[config.mk]
export PLATFORM = sky130hd
export DESIGN_NAME = pfp_flag_port
export DESIGN_NICKNAME = d
export VERILOG_FILES = /design/src/design/pfp_pkg.sv /design/src/design/pfp_flag_port.sv
export SDC_FILE = /design/constraint.sdc
export NUM_CORES = 1
export LEC_CHECK = 0
export BUFFER_PORTS_ARGS = -buffer_cell sky130_fd_sc_hd__buf_4
export CAP_MARGIN = 20
export CORE_MARGIN = 4
export CORE_UTILIZATION = 50
export DETAILED_ROUTE_END_ITERATION = 8
export GPL_TIMING_DRIVEN = 1
export PLACE_DENSITY = 0.86
export SYNTH_ARGS = -nofsm -noshare
export SYNTH_HDL_FRONTEND = slang
export SYNTH_SLANG_ARGS = --single-unit
[constraint.sdc]
create_clock -name clk -period 2 [get_ports clk]
set_input_delay 0.1 -clock clk [delete_from_list [all_inputs] [get_ports clk]]
set_output_delay 0.1 -clock clk [all_outputs]
set_load 0.01 [all_outputs]
[src/design/pfp_pkg.sv]
/*
 * package for the programmable flag port: register map, field widths,
 * reset values, axi4-lite response codes, carrier structs.
 * assumes a single 10 MHz core clock and an axi4-lite register bus.
 */
package pfp_pkg;

	// --------------------------------------------------------------
	// widths
	// --------------------------------------------------------------
	localparam int FLAG_W = 8;
	localparam int CFG_W = 4;
	localparam int DED_W = 3;
	localparam int ADDR_W = 8;

	// --------------------------------------------------------------
	// register byte offsets
	// --------------------------------------------------------------
	localparam logic [ADDR_W-1:0] OFS_DIRECTION = 8'h00;
	localparam logic [ADDR_W-1:0] OFS_VALUE = 8'h04;
	localparam logic [ADDR_W-1:0] OFS_FIXED = 8'h08;
	localparam logic [ADDR_W-1:0] OFS_CONFIG = 8'h0C;

	// --------------------------------------------------------------
	// fixed register field positions
	// --------------------------------------------------------------
	localparam int FIX_DED_LSB = 0;
	localparam int FIX_FO_BIT = 3;
	localparam int FIX_SEL_BIT = 4;
	localparam int FIX_FI_BIT = 8;

	// --------------------------------------------------------------
	// reset values
	// --------------------------------------------------------------
	localparam logic [FLAG_W-1:0] RST_DIRECTION = 8'h00;
	localparam logic [FLAG_W-1:0] RST_VALUE = 8'h00;
	localparam logic [DED_W-1:0] RST_DEDICATED = 3'h0;

	// --------------------------------------------------------------
	// axi responses
	// --------------------------------------------------------------
	localparam logic [1:0] RESP_OKAY = 2'h0;
	localparam logic [1:0] RESP_SLVERR = 2'h2;

	// --------------------------------------------------------------
	// carrier structs
	// --------------------------------------------------------------
	typedef struct packed {
		logic [FLAG_W-1:0] dout;
		logic [FLAG_W-1:0] oe_n;
	} pfp_pins_s;

	typedef struct packed {
		logic [DED_W-1:0] dedicated;
		logic fixed_out;
		logic fixed_sel;
	} pfp_fixed_s;

endpackage : pfp_pkg

[src/design/pfp_flag_port.sv]
/*
 * programmable flag port: eight two-way flag pins with direction and value
 * registers, three dedicated output flags and the fixed input/output flag
 * pair that borrows serial port one pins, all behind an axi4-lite slave.
 * assumes pins are resolved by the surroundings from dout and oe_n, and
 * that serial port one logic sits outside and is steered by fixed_sel.
 */
// Local design decisions: register access over AXI4-Lite and the address map.
module pfp_flag_port (
	// clock and reset
	input wire logic clk,
	input wire logic arst_n,
	// axi4-lite write address
	input wire logic awvalid,
	output logic awready,
	input wire logic [pfp_pkg::ADDR_W-1:0] awaddr,
	input wire logic [2:0] awprot,
	// axi4-lite write data
	input wire logic wvalid,
	output logic wready,
	input wire logic [31:0] wdata,
	input wire logic [3:0] wstrb,
	// axi4-lite write response
	output logic bvalid,
	input wire logic bready,
	output logic [1:0] bresp,
	// axi4-lite read address
	input wire logic arvalid,
	output logic arready,
	input wire logic [pfp_pkg::ADDR_W-1:0] araddr,
	input wire logic [2:0] arprot,
	// axi4-lite read data
	output logic rvalid,
	input wire logic rready,
	output logic [31:0] rdata,
	output logic [1:0] rresp,
	// programmable flag pins
	input wire logic [pfp_pkg::FLAG_W-1:0] programmable_flag_pin_in,
	output pfp_pkg::pfp_pins_s programmable_flag_pin_out,
	// fixed-mode flags
	input wire logic fixed_flag_input,
	output pfp_pkg::pfp_fixed_s fixed_flags,
	// configuration levels caught at reset release
	output logic [pfp_pkg::CFG_W-1:0] config_straps
);

	// --------------------------------------------------------------
	// state
	// --------------------------------------------------------------
	logic [pfp_pkg::FLAG_W-1:0] flag_direction_reg;
	logic [pfp_pkg::FLAG_W-1:0] flag_value_reg;
	logic [pfp_pkg::FLAG_W-1:0] sync1_reg, sync2_reg, sync3_reg, pin_level_reg;
	logic fi_sync1_reg, fi_sync2_reg, fi_sync3_reg, fi_level_reg;
	logic [pfp_pkg::DED_W-1:0] dedicated_reg;
	logic fixed_out_reg, fixed_sel_reg;
	logic [pfp_pkg::CFG_W-1:0] config_reg;
	logic strap_taken_reg;
	logic aw_held_reg, w_held_reg;
	logic [pfp_pkg::ADDR_W-1:0] aw_addr_reg;
	logic [31:0] w_data_reg;
	logic [3:0] w_strb_reg;

	// --------------------------------------------------------------
	// pin input synchronisers
	// --------------------------------------------------------------
	// three stages; a level counts only when stages two and three agree
	always_ff @(posedge clk or negedge arst_n)
	begin
		if (!arst_n)
		begin
			sync1_reg <= 8'h00;
			sync2_reg <= 8'h00;
			sync3_reg <= 8'h00;
			pin_level_reg <= 8'h00;
			fi_sync1_reg <= 1'b0;
			fi_sync2_reg <= 1'b0;
			fi_sync3_reg <= 1'b0;
			fi_level_reg <= 1'b0;
		end
		else
		begin
			sync1_reg <= programmable_flag_pin_in;
			sync2_reg <= sync1_reg;
			sync3_reg <= sync2_reg;
			fi_sync1_reg <= fixed_flag_input;
			fi_sync2_reg <= fi_sync1_reg;
			fi_sync3_reg <= fi_sync2_reg;
			fi_level_reg <= (fi_sync2_reg == fi_sync3_reg) ? fi_sync3_reg : fi_level_reg;
			// a bit whose stages disagree keeps its old level, so a one-cycle glitch never reads
			pin_level_reg <= (sync3_reg & ~(sync2_reg ^ sync3_reg))
				| (pin_level_reg & (sync2_reg ^ sync3_reg));
		end
	end

	// --------------------------------------------------------------
	// configuration straps
	// --------------------------------------------------------------
	// caught on the first edge after release; pins are undriven until then
	always_ff @(posedge clk or negedge arst_n)
	begin
		if (!arst_n)
		begin
			strap_taken_reg <= 1'b0;
			config_reg <= 4'h0;
		end
		else if (!strap_taken_reg)
		begin
			strap_taken_reg <= 1'b1;
			config_reg <= programmable_flag_pin_in[pfp_pkg::CFG_W-1:0];
		end
	end

	// --------------------------------------------------------------
	// axi write path
	// --------------------------------------------------------------
	wire do_write = aw_held_reg && w_held_reg && !bvalid;
	wire [3:0] wr_idx = aw_addr_reg[5:2];
	wire wr_dir = wr_idx == pfp_pkg::OFS_DIRECTION[5:2];
	wire wr_val = wr_idx == pfp_pkg::OFS_VALUE[5:2];
	wire wr_fix = wr_idx == pfp_pkg::OFS_FIXED[5:2];
	wire wr_hit = wr_dir || wr_val || wr_fix;

	// address and data accepted in either order, then one response
	always_ff @(posedge clk or negedge arst_n)
	begin
		if (!arst_n)
		begin
			aw_held_reg <= 1'b0;
			w_held_reg <= 1'b0;
			awready <= 1'b1;
			wready <= 1'b1;
			aw_addr_reg <= 8'h00;
			w_data_reg <= 32'h00000000;
			w_strb_reg <= 4'h0;
			bvalid <= 1'b0;
			bresp <= pfp_pkg::RESP_OKAY;
		end
		else
		begin
			if (awvalid && awready)
			begin
				aw_held_reg <= 1'b1;
				awready <= 1'b0;
				aw_addr_reg <= awaddr;
			end
			if (wvalid && wready)
			begin
				w_held_reg <= 1'b1;
				wready <= 1'b0;
				w_data_reg <= wdata;
				w_strb_reg <= wstrb;
			end
			if (do_write)
			begin
				aw_held_reg <= 1'b0;
				w_held_reg <= 1'b0;
				awready <= 1'b1;
				wready <= 1'b1;
				bvalid <= 1'b1;
				bresp <= (wr_hit && aw_addr_reg[7:6] == 2'h0) ? pfp_pkg::RESP_OKAY
					: pfp_pkg::RESP_SLVERR;
			end
			else if (bvalid && bready)
				bvalid <= 1'b0;
		end
	end


	// --------------------------------------------------------------
	// flag registers
	// --------------------------------------------------------------
	wire wr_ok = do_write && aw_addr_reg[7:6] == 2'h0 && w_strb_reg[0];

	// reset clears direction so every pin is an input while reset holds
	always_ff @(posedge clk or negedge arst_n)
	begin
		if (!arst_n)
		begin
			flag_direction_reg <= pfp_pkg::RST_DIRECTION;
			flag_value_reg <= pfp_pkg::RST_VALUE;
			dedicated_reg <= pfp_pkg::RST_DEDICATED;
			fixed_out_reg <= 1'b0;
			fixed_sel_reg <= 1'b0;
		end
		else
		begin
			if (wr_ok && wr_dir)
				flag_direction_reg <= w_data_reg[7:0];
			if (wr_ok && wr_val)
				flag_value_reg <= w_data_reg[7:0];
			if (wr_ok && wr_fix)
			begin
				dedicated_reg <= w_data_reg[pfp_pkg::FIX_DED_LSB +: pfp_pkg::DED_W];
				fixed_out_reg <= w_data_reg[pfp_pkg::FIX_FO_BIT];
				fixed_sel_reg <= w_data_reg[pfp_pkg::FIX_SEL_BIT];
			end
		end
	end

	// --------------------------------------------------------------
	// pin and fixed flag outputs, straight from flip-flops
	// --------------------------------------------------------------
	always_ff @(posedge clk or negedge arst_n)
	begin
		if (!arst_n)
		begin
			programmable_flag_pin_out.dout <= 8'h00;
			programmable_flag_pin_out.oe_n <= 8'hFF;
			fixed_flags <= '0;
			config_straps <= 4'h0;
		end
		else
		begin
			programmable_flag_pin_out.dout <= flag_value_reg;
			programmable_flag_pin_out.oe_n <= ~flag_direction_reg;
			fixed_flags.dedicated <= dedicated_reg;
			fixed_flags.fixed_out <= fixed_out_reg & fixed_sel_reg;
			fixed_flags.fixed_sel <= fixed_sel_reg;
			config_straps <= config_reg;
		end
	end

	// --------------------------------------------------------------
	// axi read path
	// --------------------------------------------------------------
	wire [3:0] rd_idx = araddr[5:2];
	wire rd_low = araddr[7:6] == 2'h0;
	// outputs read the driven value, inputs the synchronised pin
	wire [7:0] value_view = (flag_direction_reg & flag_value_reg)
		| (~flag_direction_reg & pin_level_reg);
	wire [31:0] fixed_view = {23'h000000, fi_level_reg & fixed_sel_reg, 3'h0,
		fixed_sel_reg, fixed_out_reg, dedicated_reg};
	wire rd_dir = rd_low && rd_idx == pfp_pkg::OFS_DIRECTION[5:2];
	wire rd_val = rd_low && rd_idx == pfp_pkg::OFS_VALUE[5:2];
	wire rd_fix = rd_low && rd_idx == pfp_pkg::OFS_FIXED[5:2];
	wire rd_cfg = rd_low && rd_idx == pfp_pkg::OFS_CONFIG[5:2];
	wire [31:0] rd_mux = rd_dir ? {24'h000000, flag_direction_reg}
		: rd_val ? {24'h000000, value_view}
		: rd_fix ? fixed_view
		: rd_cfg ? {28'h0000000, config_reg} : 32'h00000000;

	// one read at a time; arready drops while the answer is out
	always_ff @(posedge clk or negedge arst_n)
	begin
		if (!arst_n)
		begin
			rvalid <= 1'b0;
			rdata <= 32'h00000000;
			rresp <= pfp_pkg::RESP_OKAY;
			arready <= 1'b1;
		end
		else if (arvalid && arready)
		begin
			arready <= 1'b0;
			rvalid <= 1'b1;
			rdata <= rd_mux;
			rresp <= (rd_dir || rd_val || rd_fix || rd_cfg) ? pfp_pkg::RESP_OKAY
				: pfp_pkg::RESP_SLVERR;
		end
		else if (rvalid && rready)
		begin
			rvalid <= 1'b0;
			arready <= 1'b1;
		end
	end

	// --------------------------------------------------------------
	// assertions
	// --------------------------------------------------------------
	AST_DIR_DRIVES_OE: assert property (@(posedge clk) disable iff (!arst_n)
		programmable_flag_pin_out.oe_n == ~$past(flag_direction_reg))
		else $error("pin enable does not follow direction");
	AST_INPUT_HIGHZ: assert property (@(posedge clk) disable iff (!arst_n)
		$past(flag_direction_reg[0]) == 1'b0 |-> programmable_flag_pin_out.oe_n[0])
		else $error("input pin is driven");
	AST_DOUT_FOLLOWS: assert property (@(posedge clk) disable iff (!arst_n)
		wr_ok && wr_val |-> ##2 programmable_flag_pin_out.dout == $past(w_data_reg[7:0], 2))
		else $error("value write not driven");
	AST_OUT_READBACK: assert property (@(posedge clk) disable iff (!arst_n)
		arvalid && arready && rd_val |=> rdata[7:0] ==
		(($past(flag_direction_reg) & $past(flag_value_reg)) |
		(~$past(flag_direction_reg) & $past(pin_level_reg))))
		else $error("value read mismatch");
	AST_INPUT_SYNC: assert property (@(posedge clk) disable iff (!arst_n)
		(sync2_reg[0] == sync3_reg[0]) |=> pin_level_reg[0] == $past(sync3_reg[0]))
		else $error("synchronised input not taken");
	AST_RESET_INPUTS: assert property (@(posedge clk)
		!arst_n |-> programmable_flag_pin_out.oe_n == 8'hFF)
		else $error("pin driven in reset");
	AST_FO_GATED: assert property (@(posedge clk) disable iff (!arst_n)
		!$past(fixed_sel_reg) |-> !fixed_flags.fixed_out)
		else $error("fixed output without alternate select");
	AST_DED_OUT: assert property (@(posedge clk) disable iff (!arst_n)
		wr_ok && wr_fix |-> ##2 fixed_flags.dedicated == $past(w_data_reg[2:0], 2))
		else $error("dedicated flags not driven");
	AST_READ_ANSWER: assert property (@(posedge clk) disable iff (!arst_n)
		arvalid && arready |=> rvalid)
		else $error("read not answered in one cycle");
	COV_WRITE_DIR: cover property (@(posedge clk) disable iff (!arst_n) wr_ok && wr_dir);
	COV_READ_VAL: cover property (@(posedge clk) disable iff (!arst_n)
		arvalid && arready && rd_val);
	COV_SEL_FIXED: cover property (@(posedge clk) disable iff (!arst_n) fixed_sel_reg);

endmodule : pfp_flag_port

==> impl_metrics.env <==
export IMPL_start_util_pct=52.1
export IMPL_io_buffers=77
export IMPL_synth_area_top_cells="dfrtp_1 63%, mux2_2 10%, dfstp_2 6.7%"
export IMPL_timing_critical_path_required_ps=2380
export IMPL_vdd_drop_max_mv=0.728
export IMPL_timing_critical_path_max_delay_family="buffers and inverters"
export IMPL_finClkSkew_ps=9.94
export IMPL_finalSetupViolCount=0
export IMPL_tritoncts="yes"
export IMPL_cap_violations=0
export IMPL_syn_instance_count=296
export IMPL_cells_along_the_critical_path="dlygate4sd3_1 > buf_4 > nor4_1 > dlygate4sd3_1 > nand2b_1 > o41ai_1"
export IMPL_gr_total_overflow=0
export IMPL_worst_path_largest_cell_delay_ps=640
export IMPL_largest_registers="programmable_flag_pin_out (16), rdata (9)"
export IMPL_design_final_nets=501
export IMPL_cts_reportedPaths_clkPinSlew_ps=50
export IMPL_routedLengthMet1_mm=3.44
export IMPL_synth_top_area_cell="dfrtp_1"
export IMPL_critical_path_n_buffers_inverters=3
export IMPL_final_layout_size_suffix_gt1_share_pct=38.0
export IMPL_cell_area_after_synthesis_um2=4330
export IMPL_dieHeight_um=101
export IMPL_remaining_drc_errors=0
export IMPL_post_cts_repair_setup_buffers=0
export IMPL_finalWorstPathRequiredPeriod_ps=1910
export IMPL_postCtsResizedCells=0
export IMPL_grt_start_max_net_pins=47
export IMPL_timing_critical_path_to_type="flip-flop"
export IMPL_timing_critical_path_slowest_stage_cell="dlygate4sd3_1"
export IMPL_area_delta_synth_final_pct=36.9
export IMPL_timing_critical_path_mode_cell="dlygate4sd3_1"
export IMPL_timing_max_slew_rel_slack_pct=61.0
export IMPL_hpwlAfterDp_mm=5.77
export IMPL_grt_antenna_before_repair=0
export IMPL_post_synth_num_cell_types=31
export IMPL_first_iter_violations=133
export IMPL_outcome="finished clean"
export IMPL_tns_setup_ps=0
export IMPL_fmaxAchievable_mhz=525
export IMPL_wirelength_mm=8.90
export IMPL_htree_num_levels=4
export IMPL_dp_slack_ps=162
export IMPL_wl_met3_um=582
export IMPL_grtUsageTotal_pct=19.4
export IMPL_postSynthRegisterBits=120
export IMPL_registers_top_by_ff_count="programmable_flag_pin_out"
export IMPL_gp_congestion=0.773
export IMPL_syn_avg_cell_area_um2=14.6
export IMPL_num_vias=2690
export IMPL_ctsRootBufferMaster="clkbuf_8"
export IMPL_ys_warnings_count=0
export IMPL_detail_route_vias_per_cell=4.94
export IMPL_seq_area_frac_synth_pct=69.7
export IMPL_startpoint_type="input port"
export IMPL_core_region_area_um2=8300
export IMPL_firstDrtPassIters=5
export IMPL_timing_worst_setup_path_type="in -> reg"
export IMPL_cts_sinks=120
export IMPL_share_of_yosys_cell_area_claimed_by_the_top_area_cell_type_pct=63.0
export IMPL_grt_pass1_wl_mm=14.6
export IMPL_timing_max_transition_violations_final=0
export IMPL_final_hold_violation_count=0
export IMPL_antenna_violating_nets_post_route=0
export IMPL_placement_rows=33
export IMPL_routed_wl_met2_mm=4.82
export IMPL_rsz0062_at_grt="no"
export IMPL_first_global_vias=2960
export IMPL_cts_hold_repair_buffers=34
export IMPL_period_share_pct=95.3
export IMPL_largest_reg_flops=16
export IMPL_routed_top_layer="met4"
export IMPL_cts_path_max_buffers=2
export IMPL_tightest_slew_ps=584
export IMPL_worst_ep_arrival_time_ps=2290
export IMPL_worst_hold_path_type="in -> reg"
export IMPL_postLayoutSetupSlackWorst_ps=94.4
export IMPL_ioPinCount=140
export IMPL_crit_fanout=3
export IMPL_power_static_leakage_nw=2.81
export IMPL_clock_latency_ps=500
export IMPL_design_die_area_um2=10200
export IMPL_antenna_cells_inserted=0
export IMPL_avgRoutedWirePerCell_um=16.3
export IMPL_cts_buffers=17
export IMPL_filler_cell_count=541
export IMPL_die_width_um=101
export IMPL_power_per_cell_area_nw_per_um2=1200
## stage by stage
step	power [mW]	instance area [µm²]	util (%)	std cells	hold WS, ps
finish	7.10	5930	71.4	545	42.9
global route	7.46	5930	71.4	545	43.5
CTS	7.16	5930	71.4	545	14.1
detailed placement	4.10	4990	60.2	479	140
global placement	4.03	4990	60.2	479	132
floorplan	3.68	4420	-	320	-196
## final cells by class
class / count / area (µm²) / share of cell area [%]
clock inverters: 8 / 120 / 2.03
well taps: 105 / 131 / 2.22
multi-input cells: 154 / 1130 / 19.2
repair buffers: 117 / 988 / 16.7
flip-flops and latches: 120 / 3020 / 50.9
clock buffers: 24 / 470 / 7.94
inverters: 17 / 63.8 / 1.08
## worst paths after layout
| check | startpoint | slack [ps] | endpoint | cells after the start |
|---|---|---|---|---|
| setup reg to reg | aw_addr_reg[5] | 150 | flag_value_reg[5] | 5 |
| max in group asynchronous | arst_n | 1120 | programmable_flag_pin_out[2] | 3 |
| setup / recovery | araddr[4] | 90 | rdata[7] | 6 |
| hold reg to reg | fi_sync1_reg | 350 | fi_sync2_reg | 0 |
| min in group asynchronous | arst_n | 140 | dedicated_reg[2] | 2 |
| hold / removal | araddr[2] | 40 | rdata[8] | 2 |
## where the power goes
part	switching, mW	internal (mW)	total (mW)
Sequential	0.327	2.85	3.18
Clock	0.983	1.99	2.97
Combinational	0.412	0.535	0.947
## layer usage
| layer | track usage (%) | vias up |
|---|---|---|
| li1 | - | 1220 |
| met3 | 8.24 | 6 |
| met4 | 5.52 | 0 |
| met2 | 33.6 | 84 |
| met5 | 0 | - |
| met1 | 21.9 | 1380 |
## synthesized netlist by cell type
master and count:
dfstp_2 11, o41ai_1 3, o31ai_1 1, nor3b_1 3
nor4_1 2, maj3_1 9, conb_1 2, nor3b_2 1
nor2_1 1, a21o_1 1, inv_1 17, nor3b_4 1
nand4_2 1, buf_4 25, a22oi_1 1, dfrtp_1 109
a21oi_1 11, mux2i_1 6, nor3_4 1, nor2b_1 2
o21ai_0 15, nand3_1 2, nand2_1 19, clkbuf_1 2
nand2b_1 1, and3_1 1, a31oi_1 4, and2_1 1
buf_1 2, mux2_2 40, nor4_4 1
## cell families (layout without fill, tap and decap cells)
| family | Yosys count | count (layout) | share of synthesized area, % |
|---|---|---|---|
| muxes | 46 | 46 | 11.8 |
| and+or+nand+nor | 37 | 37 | 5.38 |
| other | 2 | 26 | 0.174 |
| adders and majority gates | 9 | 9 | 2.08 |
| AOI/OAI and AO/OA | 36 | 36 | 4.71 |
| DFF | 120 | 120 | 69.7 |
| buffers and inverters | 46 | 166 | 6.16 |
## placed cells by master (no fill, tap or decap), drive strengths merged, types with 3 or more instances in the layout
cell type      n
nor3b          5
inv           17
a31oi          4
nand2         19
o41ai          3
mux2i          6
nor4           3
bufinv         3
a21oi         11
maj3           9
clkinv         3
dfstp         11
conb          26
dlygate4sd3   34
buf           83
o21ai         15
dfrtp        109
mux2          40
clkbuf        24
Power figures use the tool's default switching activity.
